[src/core/ecp_pkg.sv]
// shared constants and types for the external control port
package ecp_pkg;
	// ********************************
	// register map
	// ********************************
	localparam logic [7:0] ECP_CTRL_OFF   = 8'h00;
	localparam logic [7:0] ECP_STATE_OFF  = 8'h04;
	localparam logic [7:0] ECP_STATUS_OFF = 8'h08;
	localparam logic [7:0] ECP_EVENT_OFF  = 8'h0c;
	// ctrl fields
	localparam int ECP_CTRL_MODE  = 0;
	localparam int ECP_CTRL_POL   = 2;
	localparam int ECP_CTRL_REM   = 3;
	localparam int ECP_CTRL_FUNC  = 4;
	localparam int ECP_CTRL_QC    = 6;
	localparam int ECP_CTRL_PER   = 8;
	// state fields
	localparam int ECP_ST_PROT    = 0;
	localparam int ECP_ST_LIM     = 1;
	localparam int ECP_ST_CAL     = 2;
	localparam int ECP_ST_BUSY    = 3;
	localparam int ECP_ST_R200    = 4;
	localparam int ECP_ST_STEP1   = 5;
	localparam int ECP_ST_STEP2   = 6;
	// reset values
	localparam logic [31:0] ECP_CTRL_RST  = 32'h0000_0000;
	localparam logic [31:0] ECP_STATE_RST = 32'h0000_0008;
	localparam logic [10:0] ECP_IN_IDLE   = 11'h7ff;
	// ********************************
	// timing
	// ********************************
	localparam int ECP_CLK_MHZ  = 100;
	localparam int ECP_TICK_MS  = 10;
	localparam int ECP_TICK_CYC = ECP_TICK_MS * 1000 * ECP_CLK_MHZ;
	// ********************************
	// event bits, also input order
	// ********************************
	localparam int ECP_EV_OFF   = 0;
	localparam int ECP_EV_ON    = 1;
	localparam int ECP_EV_START = 2;
	localparam int ECP_EV_STOP  = 3;
	localparam int ECP_EV_HOLD  = 4;
	localparam int ECP_EV_BR1   = 5;
	localparam int ECP_EV_BR2   = 6;
	localparam int ECP_EV_REC   = 7;
	localparam int ECP_EV_PEAK  = 8;
	localparam int ECP_NEV      = 9;
	localparam logic [1:0] ECP_RESP_OK  = 2'h0;
	localparam logic [1:0] ECP_RESP_ERR = 2'h2;
	typedef enum logic [1:0] {
		ECP_MODE_DISABLE, ECP_MODE_ENABLE, ECP_MODE_PERIPH, ECP_MODE_RSVD
	} ecp_mode_t;
	typedef enum logic [1:0] {
		ECP_FN_CONT, ECP_FN_SEQ, ECP_FN_SIM, ECP_FN_RSVD
	} ecp_func_t;
	typedef enum logic [1:0] {
		ECP_SEQ_IDLE, ECP_SEQ_RUN, ECP_SEQ_HOLD
	} ecp_seq_t;
endpackage : ecp_pkg

[src/core/ecp_port.sv]
// external control port: pin control inputs, status outputs, axi4-lite
`timescale 1ns/1ps
module ecp_port
	import ecp_pkg::*;
#(
	parameter int TICK_CYCLES = ECP_TICK_CYC
) (
	input  wire logic        clock,
	input  wire logic        rst_n,
	input  wire logic [7:0]  s_axi_awaddr,
	input  wire logic        s_axi_awvalid,
	output logic             s_axi_awready,
	input  wire logic [31:0] s_axi_wdata,
	input  wire logic [3:0]  s_axi_wstrb,
	input  wire logic        s_axi_wvalid,
	output logic             s_axi_wready,
	output logic [1:0]       s_axi_bresp,
	output logic             s_axi_bvalid,
	input  wire logic        s_axi_bready,
	input  wire logic [7:0]  s_axi_araddr,
	input  wire logic        s_axi_arvalid,
	output logic             s_axi_arready,
	output logic [31:0]      s_axi_rdata,
	output logic [1:0]       s_axi_rresp,
	output logic             s_axi_rvalid,
	input  wire logic        s_axi_rready,
	input  wire logic        out_off_n,
	input  wire logic        out_on_n,
	input  wire logic        seq_start_n,
	input  wire logic        seq_stop_n,
	input  wire logic        seq_hold_n,
	input  wire logic        branch1_n,
	input  wire logic        branch2_n,
	input  wire logic        recall_n,
	input  wire logic        peak_clear_n,
	input  wire logic [1:0]  mem_sel,
	output logic             st_power,
	output logic             st_output,
	output logic             st_protect,
	output logic             st_limit,
	output logic             st_cal,
	output logic             st_busy,
	output logic             st_range,
	output logic             step_sync1,
	output logic             step_sync2,
	output logic             qc_sync,
	output logic [3:0]       periph_ctrl,
	output logic             peak_clear,
	output logic             recall_load
);

	// ********************************
	// helpers
	// ********************************
	function automatic logic pol(input logic act, input logic pos);
		// negative polarity shows an active state as low
		return pos ? act : ~act;
	endfunction : pol

	function automatic logic [31:0] merge(input logic [31:0] old,
			input logic [31:0] d, input logic [3:0] be);
		logic [31:0] r;
		r = old;
		for (int i = 0; i < 4; i++) begin
			if (be[i]) begin
				r[i*8 +: 8] = d[i*8 +: 8];
			end
		end
		return r;
	endfunction : merge

	// ********************************
	// registers and state
	// ********************************
	logic [31:0]         ctrl;
	logic [31:0]         state_in;
	logic [ECP_NEV-1:0]  events;
	logic                out_on;
	ecp_seq_t            seq;
	logic [1:0]          rec_mem;
	ecp_func_t           rec_type;
	logic                rec_compile;
	logic                qc_req;
	logic [31:0]         tick_cnt;
	logic                tick;
	logic [10:0]         sync1;
	logic [10:0]         sync2;
	logic [10:0]         sample;
	logic [10:0]         prev;
	logic [ECP_NEV-1:0]  fall;
	logic                accept;
	ecp_mode_t           mode;
	ecp_func_t           func;
	logic                pol_pos;
	logic                aw_held;
	logic                w_held;
	logic [7:0]          aw_addr;
	logic [31:0]         w_data;
	logic [3:0]          w_be;
	logic                do_wr;
	logic                wr_hit;
	logic [ECP_NEV-1:0]  ev_clr;

	assign mode    = ecp_mode_t'(ctrl[ECP_CTRL_MODE +: 2]);
	assign func    = ecp_func_t'(ctrl[ECP_CTRL_FUNC +: 2]);
	assign pol_pos = ctrl[ECP_CTRL_POL];

	// ********************************
	// 10 ms tick
	// ********************************
	assign tick = (tick_cnt == 32'(TICK_CYCLES - 1));

	always_ff @(posedge clock or negedge rst_n) begin
		if (!rst_n) begin
			tick_cnt <= 32'h0000_0000;
		end else if (tick) begin
			tick_cnt <= 32'h0000_0000;
		end else begin
			tick_cnt <= tick_cnt + 32'h0000_0001;
		end
	end

	// ********************************
	// pin sampling and edge detection
	// ********************************
	always_ff @(posedge clock or negedge rst_n) begin
		if (!rst_n) begin
			sync1 <= ECP_IN_IDLE;
			sync2 <= ECP_IN_IDLE;
		end else begin
			sync1 <= {mem_sel, peak_clear_n, recall_n, branch2_n,
				branch1_n, seq_hold_n, seq_stop_n, seq_start_n,
				out_on_n, out_off_n};
			sync2 <= sync1;
		end
	end

	// pulled-up idle is high, so reset to ones avoids a false edge
	always_ff @(posedge clock or negedge rst_n) begin
		if (!rst_n) begin
			sample <= ECP_IN_IDLE;
			prev   <= ECP_IN_IDLE;
		end else if (tick) begin
			prev   <= sample;
			sample <= sync2;
		end
	end

	// edges are seen once, in the cycle after the sample moved
	logic sampled;
	always_ff @(posedge clock or negedge rst_n) begin
		if (!rst_n) begin
			sampled <= 1'b0;
		end else begin
			sampled <= tick;
		end
	end

	assign fall = prev[ECP_NEV-1:0] & ~sample[ECP_NEV-1:0];
	// mode encoding makes the two port uses exclusive
	assign accept = sampled && mode == ECP_MODE_ENABLE
		&& !ctrl[ECP_CTRL_REM];

	// ********************************
	// output and sequence control
	// ********************************
	always_ff @(posedge clock or negedge rst_n) begin
		if (!rst_n) begin
			out_on <= 1'b0;
		end else if (accept && fall[ECP_EV_OFF]) begin
			out_on <= 1'b0;
		end else if (accept && fall[ECP_EV_ON]) begin
			out_on <= 1'b1;
		end
	end

	// stop outranks start and hold when edges coincide
	always_ff @(posedge clock or negedge rst_n) begin
		if (!rst_n) begin
			seq <= ECP_SEQ_IDLE;
		end else if (accept && func != ECP_FN_CONT) begin
			if (fall[ECP_EV_STOP]) begin
				seq <= ECP_SEQ_IDLE;
			end else if (fall[ECP_EV_HOLD] && seq == ECP_SEQ_RUN) begin
				seq <= ECP_SEQ_HOLD;
			end else if (fall[ECP_EV_START]) begin
				seq <= ECP_SEQ_RUN;
			end
		end
	end

	// ********************************
	// recall and peak clear
	// ********************************
	always_ff @(posedge clock or negedge rst_n) begin
		if (!rst_n) begin
			rec_mem     <= 2'h0;
			rec_type    <= ECP_FN_CONT;
			rec_compile <= 1'b0;
			recall_load <= 1'b0;
			peak_clear  <= 1'b0;
		end else begin
			recall_load <= accept && fall[ECP_EV_REC];
			peak_clear  <= accept && fall[ECP_EV_PEAK];
			if (accept && fall[ECP_EV_REC]) begin
				// select lines were sampled on the same tick
				rec_mem     <= sample[10:9];
				rec_type    <= func;
				rec_compile <= func != ECP_FN_CONT;
			end
		end
	end

	// ********************************
	// event flags, set wins over clear
	// ********************************
	logic [ECP_NEV-1:0] ev_set;
	always_comb begin
		ev_set = accept ? fall : '0;
		// branches only mean something while a sequence runs
		if (seq != ECP_SEQ_RUN) begin
			ev_set[ECP_EV_BR1] = 1'b0;
			ev_set[ECP_EV_BR2] = 1'b0;
		end
	end

	always_ff @(posedge clock or negedge rst_n) begin
		if (!rst_n) begin
			events <= '0;
		end else begin
			events <= (events & ~ev_clr) | ev_set;
		end
	end

	// ********************************
	// status pins
	// ********************************
	always_ff @(posedge clock or negedge rst_n) begin
		if (!rst_n) begin
			st_power   <= 1'b0;
			st_output  <= 1'b1;
			st_protect <= 1'b1;
			st_limit   <= 1'b1;
			st_cal     <= 1'b1;
			st_busy    <= 1'b0;
			st_range   <= 1'b1;
			step_sync1 <= 1'b0;
			step_sync2 <= 1'b0;
		end else if (tick) begin
			st_power   <= 1'b1;
			st_output  <= pol(out_on, pol_pos);
			st_protect <= pol(state_in[ECP_ST_PROT], pol_pos);
			st_limit   <= pol(state_in[ECP_ST_LIM], pol_pos);
			st_cal     <= pol(state_in[ECP_ST_CAL], pol_pos);
			st_busy    <= pol(state_in[ECP_ST_BUSY], pol_pos);
			st_range   <= ~state_in[ECP_ST_R200];
			step_sync1 <= state_in[ECP_ST_STEP1];
			step_sync2 <= state_in[ECP_ST_STEP2];
		end
	end

	// ********************************
	// peripheral control
	// ********************************
	// a requested sync pulse lasts one full tick period
	always_ff @(posedge clock or negedge rst_n) begin
		if (!rst_n) begin
			qc_sync     <= 1'b0;
			periph_ctrl <= 4'h0;
		end else if (mode != ECP_MODE_PERIPH) begin
			qc_sync     <= 1'b0;
			periph_ctrl <= 4'h0;
		end else if (tick) begin
			qc_sync     <= qc_req;
			periph_ctrl <= ctrl[ECP_CTRL_PER +: 4];
		end
	end

	always_ff @(posedge clock or negedge rst_n) begin
		if (!rst_n) begin
			qc_req <= 1'b0;
		end else if (wr_hit && aw_addr == ECP_CTRL_OFF && w_be[0]
				&& w_data[ECP_CTRL_QC]) begin
			qc_req <= 1'b1;
		end else if (tick) begin
			qc_req <= 1'b0;
		end
	end

	// ********************************
	// axi4-lite write side
	// ********************************
	// a new write waits until the previous answer has been taken
	assign s_axi_awready = !aw_held && !s_axi_bvalid;
	assign s_axi_wready  = !w_held && !s_axi_bvalid;
	assign do_wr  = aw_held && w_held && !s_axi_bvalid;
	assign wr_hit = do_wr;

	always_ff @(posedge clock or negedge rst_n) begin
		if (!rst_n) begin
			aw_held <= 1'b0;
			w_held  <= 1'b0;
			aw_addr <= 8'h00;
			w_data  <= 32'h0000_0000;
			w_be    <= 4'h0;
		end else begin
			if (s_axi_awvalid && !aw_held) begin
				aw_held <= 1'b1;
				aw_addr <= {s_axi_awaddr[7:2], 2'b00};
			end else if (do_wr) begin
				aw_held <= 1'b0;
			end
			if (s_axi_wvalid && !w_held) begin
				w_held <= 1'b1;
				w_data <= s_axi_wdata;
				w_be   <= s_axi_wstrb;
			end else if (do_wr) begin
				w_held <= 1'b0;
			end
		end
	end

	always_ff @(posedge clock or negedge rst_n) begin
		if (!rst_n) begin
			s_axi_bvalid <= 1'b0;
			s_axi_bresp  <= ECP_RESP_OK;
		end else if (do_wr) begin
			s_axi_bvalid <= 1'b1;
			unique case (aw_addr)
				ECP_CTRL_OFF, ECP_STATE_OFF, ECP_STATUS_OFF,
				ECP_EVENT_OFF: s_axi_bresp <= ECP_RESP_OK;
				default: s_axi_bresp <= ECP_RESP_ERR;
			endcase
		end else if (s_axi_bready) begin
			s_axi_bvalid <= 1'b0;
		end
	end

	always_ff @(posedge clock or negedge rst_n) begin
		if (!rst_n) begin
			ctrl     <= ECP_CTRL_RST;
			state_in <= ECP_STATE_RST;
		end else if (do_wr && aw_addr == ECP_CTRL_OFF) begin
			// quick-change request bit is a strobe, not stored
			ctrl <= merge(ctrl, w_data, w_be) & ~(32'h1 << ECP_CTRL_QC);
		end else if (do_wr && aw_addr == ECP_STATE_OFF) begin
			state_in <= merge(state_in, w_data, w_be);
		end
	end

	// write one to clear
	assign ev_clr = (do_wr && aw_addr == ECP_EVENT_OFF)
		? ECP_NEV'(merge(32'h0, w_data, w_be)) : '0;

	// ********************************
	// axi4-lite read side
	// ********************************
	assign s_axi_arready = !s_axi_rvalid;

	always_ff @(posedge clock or negedge rst_n) begin
		if (!rst_n) begin
			s_axi_rvalid <= 1'b0;
			s_axi_rdata  <= 32'h0000_0000;
			s_axi_rresp  <= ECP_RESP_OK;
		end else if (s_axi_arvalid && !s_axi_rvalid) begin
			s_axi_rvalid <= 1'b1;
			s_axi_rresp  <= ECP_RESP_OK;
			unique case ({s_axi_araddr[7:2], 2'b00})
				ECP_CTRL_OFF:   s_axi_rdata <= ctrl;
				ECP_STATE_OFF:  s_axi_rdata <= state_in;
				ECP_STATUS_OFF: s_axi_rdata <= {24'h0, rec_compile,
					rec_type, rec_mem, seq, out_on};
				ECP_EVENT_OFF:  s_axi_rdata <= 32'(events);
				default: begin
					s_axi_rdata <= 32'h0000_0000;
					s_axi_rresp <= ECP_RESP_ERR;
				end
			endcase
		end else if (s_axi_rready) begin
			s_axi_rvalid <= 1'b0;
		end
	end

endmodule : ecp_port

[config.mk]
export PLATFORM = sky130hd
export DESIGN_NAME = ecp_port
export DESIGN_NICKNAME = d
export VERILOG_FILES = /design/src/core/ecp_pkg.sv /design/src/core/ecp_port.sv
export SDC_FILE = /design/constraint.sdc
export NUM_CORES = 1
export LEC_CHECK = 0
export ABC_AREA = 1
export BUFFER_PORTS_ARGS = -buffer_cell sky130_fd_sc_hd__buf_4
export CORE_ASPECT_RATIO = 1.5
export CORE_UTILIZATION = 50
export CTS_CLUSTER_SIZE = 24
export DETAILED_ROUTE_END_ITERATION = 8
export PLACE_DENSITY = 0.73
export SYNTH_ARGS = -nofsm -noshare
export SYNTH_HDL_FRONTEND = slang
export SYNTH_SLANG_ARGS = --single-unit
[constraint.sdc]
create_clock -name clock -period 1.91 [get_ports clock]
set_clock_uncertainty 0.15 [all_clocks]
set_input_delay 0.191 -clock clock [delete_from_list [all_inputs] [get_ports clock]]
set_output_delay 0.191 -clock clock [all_outputs]
set_load 0.005 [all_outputs]
==> results of run 1 <==
## metrics by stage
step           instances    util  area, um^2
2_1_floorplan       1263       -       10900
3_3_place_gp        1650  0.5810       12330
3_5_place_dp        1650  0.5810       12330
4_1_cts             1758  0.6485       13770
5_1_grt             1764  0.6542       13890
6_report            1764  0.6542       13890
## logic make-up (layout without fill, tap and decap cells)
kind of cell	count (synthesis)	count (layout)	share of synthesized area
AOI/OAI and AO/OA	139	139	0.06730
xor gates and xnor gates	21	21	0.01688
adders and majority gates	1	1	0.001148
buffers and inverters	209	442	0.07671
DFF	252	252	0.5843
muxes	23	23	0.02377
other	1	2	0.0003442
and+or+nand+nor	616	616	0.2296
## sequential cells by signal (all words and copies together), names as in the netlist, 4 cells and up
name	count
s_axi_rdata	32
w_data	32
sync2	11
sync1	11
periph_ctrl	4
ctrl	31
tick_cnt	32
aw_addr	6
state_in	32
w_be	4
prev	9
sample	11
events	9
## metal layers
| metal | vias up | global-route usage |
|---|---|---|
| li1 | 4347 | - |
| met1 | 4223 | 0.2967 |
| met2 | 217 | 0.4452 |
| met3 | 71 | 0.02736 |
| met4 | 0 | 0.1112 |
| met5 | - | 0 |
## area by class of cell
class,count,area [um^2],share of cell area
sequential,252,6366,0.4585
multi-input combinational,802,3720,0.2679
timing repair buffer,228,2034,0.1465
clock buffer,40,772.0,0.05560
inverter,170,638.1,0.04595
tap,268,335.3,0.02415
clock inverter,4,20.02,0.001442
## power groups by stage
stage / clock network, mW / logic [mW] / registers, mW
floorplan: 0 / 1.46 / 6.88
global placement: 0 / 2.12 / 7.10
detailed placement: 0 / 2.21 / 7.14
CTS: 4.78 / 2.34 / 7.05
global route: 5.00 / 2.64 / 7.18
finish: 4.70 / 2.33 / 7.06
## synthesized netlist by cell type, drive strengths merged
library cell | instances | area [um^2]
nand2 | 364 | 1366
dfrtp | 204 | 5105
inv | 169 | 634.4
nor2 | 168 | 678.1
o21ai | 92 | 460.4
nand3 | 69 | 362.8
dfstp | 48 | 1261
mux2 | 23 | 259.0
o22ai | 23 | 143.9
clkbuf | 22 | 83.83
a21oi | 20 | 100.1
xor2 | 20 | 175.2
buf | 17 | 113.9
nand4 | 11 | 68.82
o21bai | 2 | 15.01
a31oi | 1 | 6.260
clkinv | 1 | 3.750
conb | 1 | 3.750
ha | 1 | 12.51
nand3b | 1 | 7.510
nor2b | 1 | 6.260
nor3 | 1 | 5.000
o211ai | 1 | 7.510
or2 | 1 | 6.260
xnor2 | 1 | 8.760
## worst reg2reg max path: stages, from the launching register on
cell,delay (ns)
dfrtp_1,0.37
nor2_1,0.20
nand2_1,0.12
nor2_4,0.12
buf_4,0.19
nand3_1,0.28
nand2_1,0.14
nand2_1,0.07
## what timing repair did
| item | in CTS | in global routing |
|---|---|---|
| endpoints found under the setup margin | 0 | 33 |
| hold buffers | 64 | 1 |
| resized for setup | 0 | 5 |
| buffers inserted | 0 | 5 |
| hold endpoints to repair | 263 | 1 |
## worst max path at each step
| stage | depth (start not counted) | slack [ns] | to | from |
|---|---|---|---|---|
| final | 8 | 0.12 | s_axi_rdata[6]$_DFFE_PN0P_ | s_axi_araddr[6] |
| after CTS | 9 | 0.10 | step_sync2$_DFFE_PN0N_ | tick_cnt[1]$_DFF_PN0_ |
| after global placement | 9 | 0.14 | step_sync2$_DFFE_PN0N_ | tick_cnt[1]$_DFF_PN0_ |
| after detailed placement | 6 | 0.13 | state_in[0]$_DFFE_PN0P_ | s_axi_bvalid$_DFFE_PN0P_ |
| after floorplan | 10 | 0.16 | st_busy$_DFFE_PN0N_ | tick_cnt[0]$_DFF_PN0_ |
| after global routing | 8 | 0.006 | s_axi_rdata[6]$_DFFE_PN0P_ | s_axi_araddr[6] |
==> metrics.cfg, run 1 <==
[detailed_routing]
drc_errors=0
ant_nets=0
drt_first_pass_iters=5
wirelength_um=26800
wire_per_inst_um=15.19
met3_length_um=995
highest_layer=met4
wl_met2_um=14060
wl_met1_um=10610
drt_iter0_drc=412
vias_per_cell=5.022
vias=8858

[sta]
setup_tns_ns=0
setup_viol=0
post-route-period-util=0.9397
fmax_ghz=0.5571
min_period_ns=1.795
rsz0062_at_grt=false
hold_slack_ns=0.01212
slew_viol_final=0
hold_viol_final=0
setup_ws_ns=0.1151

[floorplanning]
die_y_um=182.8
die_w_um=122.5
rows=65
boundaryPins=127
fp.coreArea_um2=21230
dieArea_um2=22400
start_util=0.5133

[grt]
antenna_found_initial=0
grt_util_all_layers=0.2489
first_global_vias=8933
overflow=0
grt_pass1_wl_um=43600
grt_max_degree=59

[setup_path]
crit_path_max_incr_delay_ns=0.72
critical_path_required_ns=2.21
worstSetupEndpointType=flip-flop
reg2reg_from=aw_addr[5]$_DFFE_PN0P_
cpLargestDelayFamily=buffers and inverters
critical_path_class=in -> reg
cp_data_arrival_time_ns=2.09
critPathBufInv=3
ff2ff_setup_slack_ns=0.16
worstPathMaxFanout=6
startpoint_type=primary input
worst_path_max_delay_cell=dlygate4sd3_1
reg2reg_depth=7
path_cells=dlygate4sd3_1 > buf_4 > nor2_2 > dlygate4sd3_1 > nand4_1 > o211ai_1 > nand2_1 > nand2_1
r2r_end=ctrl[22]$_DFFE_PN0P_

[worst_hold_path]
hold_class=in -> async

[power_and_ir_drop]
combPwrFrac=0.165
internal-power_mw=10.16
power_frac_clock=0.334
pwr-share-seq=0.501
power_mw=14.08
p_sw_mw=3.923
peakVddDrop_uv=781.4
power.density_nw_per_um2=1014
swShare=0.2786
power_leakage_nw=6.811

[yosys]
ys_seq_area_frac=0.5843
synth_area_um2=10900
yosys_register_bits=252
synthesis.instances=1262
synthDistinctLibCells=34
syn_avg_cell_area_um2=8.633
yosysWarnings=0

[place]
dp_hpwl_um=18080
port_buffers=120
gp_congestion=0.8942
preCtsSetupSlack_ns=0.1274

[final_layout]
fillers=1669
final_common_cell=nand2_1
layout.nets=1549
diodes=0
area_delta_synth_final_pct=27.45
final_cell_mix=362 x nand2_1, 204 x dfrtp_1, 169 x inv_1, 158 x nor2_1, 151 x buf_4
layout-drive-gt1-share=0.1939

[clock_tree]
clk-insertion-delay-late_ns=0.51
cts_tree=built
numCtsBuffers=24
clockBufferDepth=3
h-tree-depth=1
cts_root_buf=clkbuf_16
clk_pin_slew_ns=0.06
cts.sinks=252

[run]
maxCapViolations=0

[status]
status=finished clean

(Power assumes the default switching activity.)
==> run 2, diff against run 1 <==
--- a/config.mk
+++ b/config.mk
@@ -9,6 +9,7 @@
 export BUFFER_PORTS_ARGS = -buffer_cell sky130_fd_sc_hd__buf_4
 export CORE_ASPECT_RATIO = 1.5
 export CORE_UTILIZATION = 50
+export CTS_BUF_LIST = sky130_fd_sc_hd__clkbuf_4 sky130_fd_sc_hd__clkbuf_8
 export CTS_CLUSTER_SIZE = 24
 export DETAILED_ROUTE_END_ITERATION = 8
 export PLACE_DENSITY = 0.73
==> metrics.cfg, run 2 (synthesis gave the netlist of run 1 again) <==
[status]
status=finished clean  ; unchanged

[sta]
hold_viol_final=0  ; unchanged
setup_viol=0  ; unchanged
min_period_ns=1.816  ; was 1.795 ns
slew_viol_final=0  ; unchanged
setup_tns_ns=0  ; unchanged
hold_slack_ns=0.02479  ; was 0.01212 ns
post-route-period-util=0.9507  ; was 0.9397
rsz0062_at_grt=false  ; unchanged
fmax_ghz=0.5507  ; was 0.5571 GHz

[final_layout]
final_cell_mix=362 x nand2_1, 204 x dfrtp_1, 169 x inv_1, 158 x nor2_1, 151 x buf_4  ; unchanged
final_common_cell=nand2_1  ; unchanged
area_delta_synth_final_pct=27.30  ; was 27.45%
fin_area_um2=13870  ; was 13890 um^2
layout.nets=1565  ; was 1549
layout-drive-gt1-share=0.2075  ; was 0.1939
diodes=0  ; unchanged
final_core_util=0.6534  ; was 0.6542
fillers=1691  ; was 1669
final-instance-count-excl-fill=1786  ; was 1764

[detailed_routing]
vias_per_cell=4.992  ; was 5.022
vias=8915  ; was 8858
met3_length_um=1073  ; was 995 um
ant_nets=0  ; unchanged
wirelength_um=26940  ; was 26800 um
drt_first_pass_iters=5  ; unchanged
wl_met2_um=14020  ; was 14060 um
highest_layer=met4  ; unchanged
wl_met1_um=10710  ; was 10610 um
drt_iter0_drc=459  ; was 412
drc_errors=0  ; unchanged
wire_per_inst_um=15.09  ; was 15.19 um

[place]
dp_hpwl_um=18080  ; unchanged
port_buffers=120  ; unchanged
dp_cells=1650  ; unchanged
post_dp_cell_area_um2=12330  ; unchanged
gp_congestion=0.8942  ; unchanged

[power_and_ir_drop]
internal-power_mw=9.885  ; was 10.16 mW
peakVddDrop_uv=672.5  ; was 781.4 uV
swShare=0.2855  ; was 0.2786
combPwrFrac=0.168  ; was 0.165
power.density_nw_per_um2=997.6  ; was 1014 nW/um^2
p_sw_mw=3.951  ; was 3.923 mW
power_leakage_nw=6.828  ; was 6.811 nW
pwr-share-seq=0.510  ; was 0.501
power_frac_clock=0.322  ; was 0.334

[clock_tree]
numCtsBuffers=38  ; was 24
cts.sinks=252  ; unchanged
clockBufferDepth=3  ; unchanged
cts_tree=built  ; unchanged
cts_root_buf=clkbuf_8  ; was clkbuf_16
clk-insertion-delay-late_ns=0.53  ; was 0.51 ns
h-tree-depth=2  ; was 1
clk_pin_slew_ns=0.06  ; about the same

[grt]
grt_pass1_wl_um=43640  ; was 43600 um
grt_max_degree=59  ; unchanged
grt_util_all_layers=0.2512  ; was 0.2489
antenna_found_initial=0  ; unchanged
first_global_vias=9006  ; was 8933
overflow=0  ; unchanged

[setup_path]
critical_path_required_ns=2.23  ; was 2.21 ns
critical_path_class=in -> reg  ; unchanged
cp_data_arrival_time_ns=2.14  ; was 2.09 ns
worstPathMaxFanout=6  ; unchanged
reg2reg_from=s_axi_rvalid$_DFFE_PN0P_  ; was aw_addr[5]$_DFFE_PN0P_
worstSetupEndpointType=flip-flop  ; unchanged
startpoint_type=primary input  ; unchanged
reg2reg_depth=5  ; was 7
r2r_end=s_axi_rvalid$_DFFE_PN0P_  ; was ctrl[22]$_DFFE_PN0P_
ff2ff_setup_slack_ns=0.15  ; was 0.16 ns

[run]
maxCapViolations=0  ; unchanged

[worst_hold_path]
worst_hold_path.endpoint=w_held$_DFFE_PN0P_
min_delay_path_depth=4
min_from=s_axi_wvalid
hold_class=in -> reg  ; was in -> async

[floorplanning]
boundaryPins=127  ; unchanged
die_w_um=122.5  ; unchanged
rows=65  ; unchanged
fp.coreArea_um2=21230  ; unchanged
start_util=0.5133  ; unchanged
die_y_um=182.8  ; unchanged
dieArea_um2=22400  ; unchanged

[run 2: cell type report]
class                   count  area [um^2]  area share
multi-input cells         802         3720      0.2682
repair buffers            230         2044      0.1474
well taps                 268        335.3     0.02418
flip-flops and latches    252         6366      0.4590
clock buffers              61        745.7     0.05377
clock inverters             3        20.02    0.001443
inverters                 170        638.1     0.04601
[run 2: worst max-delay path by stage]
| stage | from | end | cells after the start | slack (ns) |
|---|---|---|---|---|
| 2_1_floorplan | tick_cnt[0]$_DFF_PN0_ | st_busy$_DFFE_PN0N_ | 10 | 0.16 |
| 5_1_grt | s_axi_bvalid$_DFFE_PN0P_ | state_in[16]$_DFFE_PN0P_ | 7 | 0.003 |
| 6_report | s_axi_araddr[4] | s_axi_rdata[6]$_DFFE_PN0P_ | 8 | 0.09 |
| 3_5_place_dp | s_axi_bvalid$_DFFE_PN0P_ | state_in[0]$_DFFE_PN0P_ | 6 | 0.13 |
| 3_3_place_gp | tick_cnt[1]$_DFF_PN0_ | step_sync2$_DFFE_PN0N_ | 9 | 0.14 |
| 4_1_cts | s_axi_bvalid$_DFFE_PN0P_ | state_in[6]$_DFFE_PN0P_ | 7 | 0.11 |
[run 2: critical path, stage by stage]
cell and delay [ns]:
dlygate4sd3_1 0.54, buf_4 0.14, nor2_2 0.20, dlygate4sd3_1 0.73, nand4_1 0.12, o211ai_1 0.10
nand2_1 0.06, nand2_1 0.05
[run 2: through the flow]
step	power [mW]	worst slack [ns]
final	13.84	0.09407
after detailed placement	9.348	0.1274
after CTS	13.95	0.1081
after global placement	9.218	0.1404
after floorplan	8.336	0.1559
after global routing	14.58	0.003353
[run 2: what timing repair did]
item | 4_1_cts | 5_1_grt
endpoints found under the setup margin | 0 | 23
hold endpoints to repair | 314 | 0
buffers inserted | 0 | 3
gates resized for setup | 0 | 5
hold buffers | 68 | 0
[run 2: routing by layer]
layer	vias up	GRT usage
li1	4380	-
met1	4218	0.2922
met2	240	0.4488
met3	77	0.03545
met4	0	0.1185
met5	-	0
[run 2: power by group through the flow]
stage	combinational [mW]	sequential, mW	clock (mW)
finish	2.33	7.05	4.45
global route	2.65	7.17	4.76
CTS	2.35	7.05	4.56
detailed placement	2.21	7.14	0
global placement	2.12	7.10	0
floorplan	1.46	6.88	0
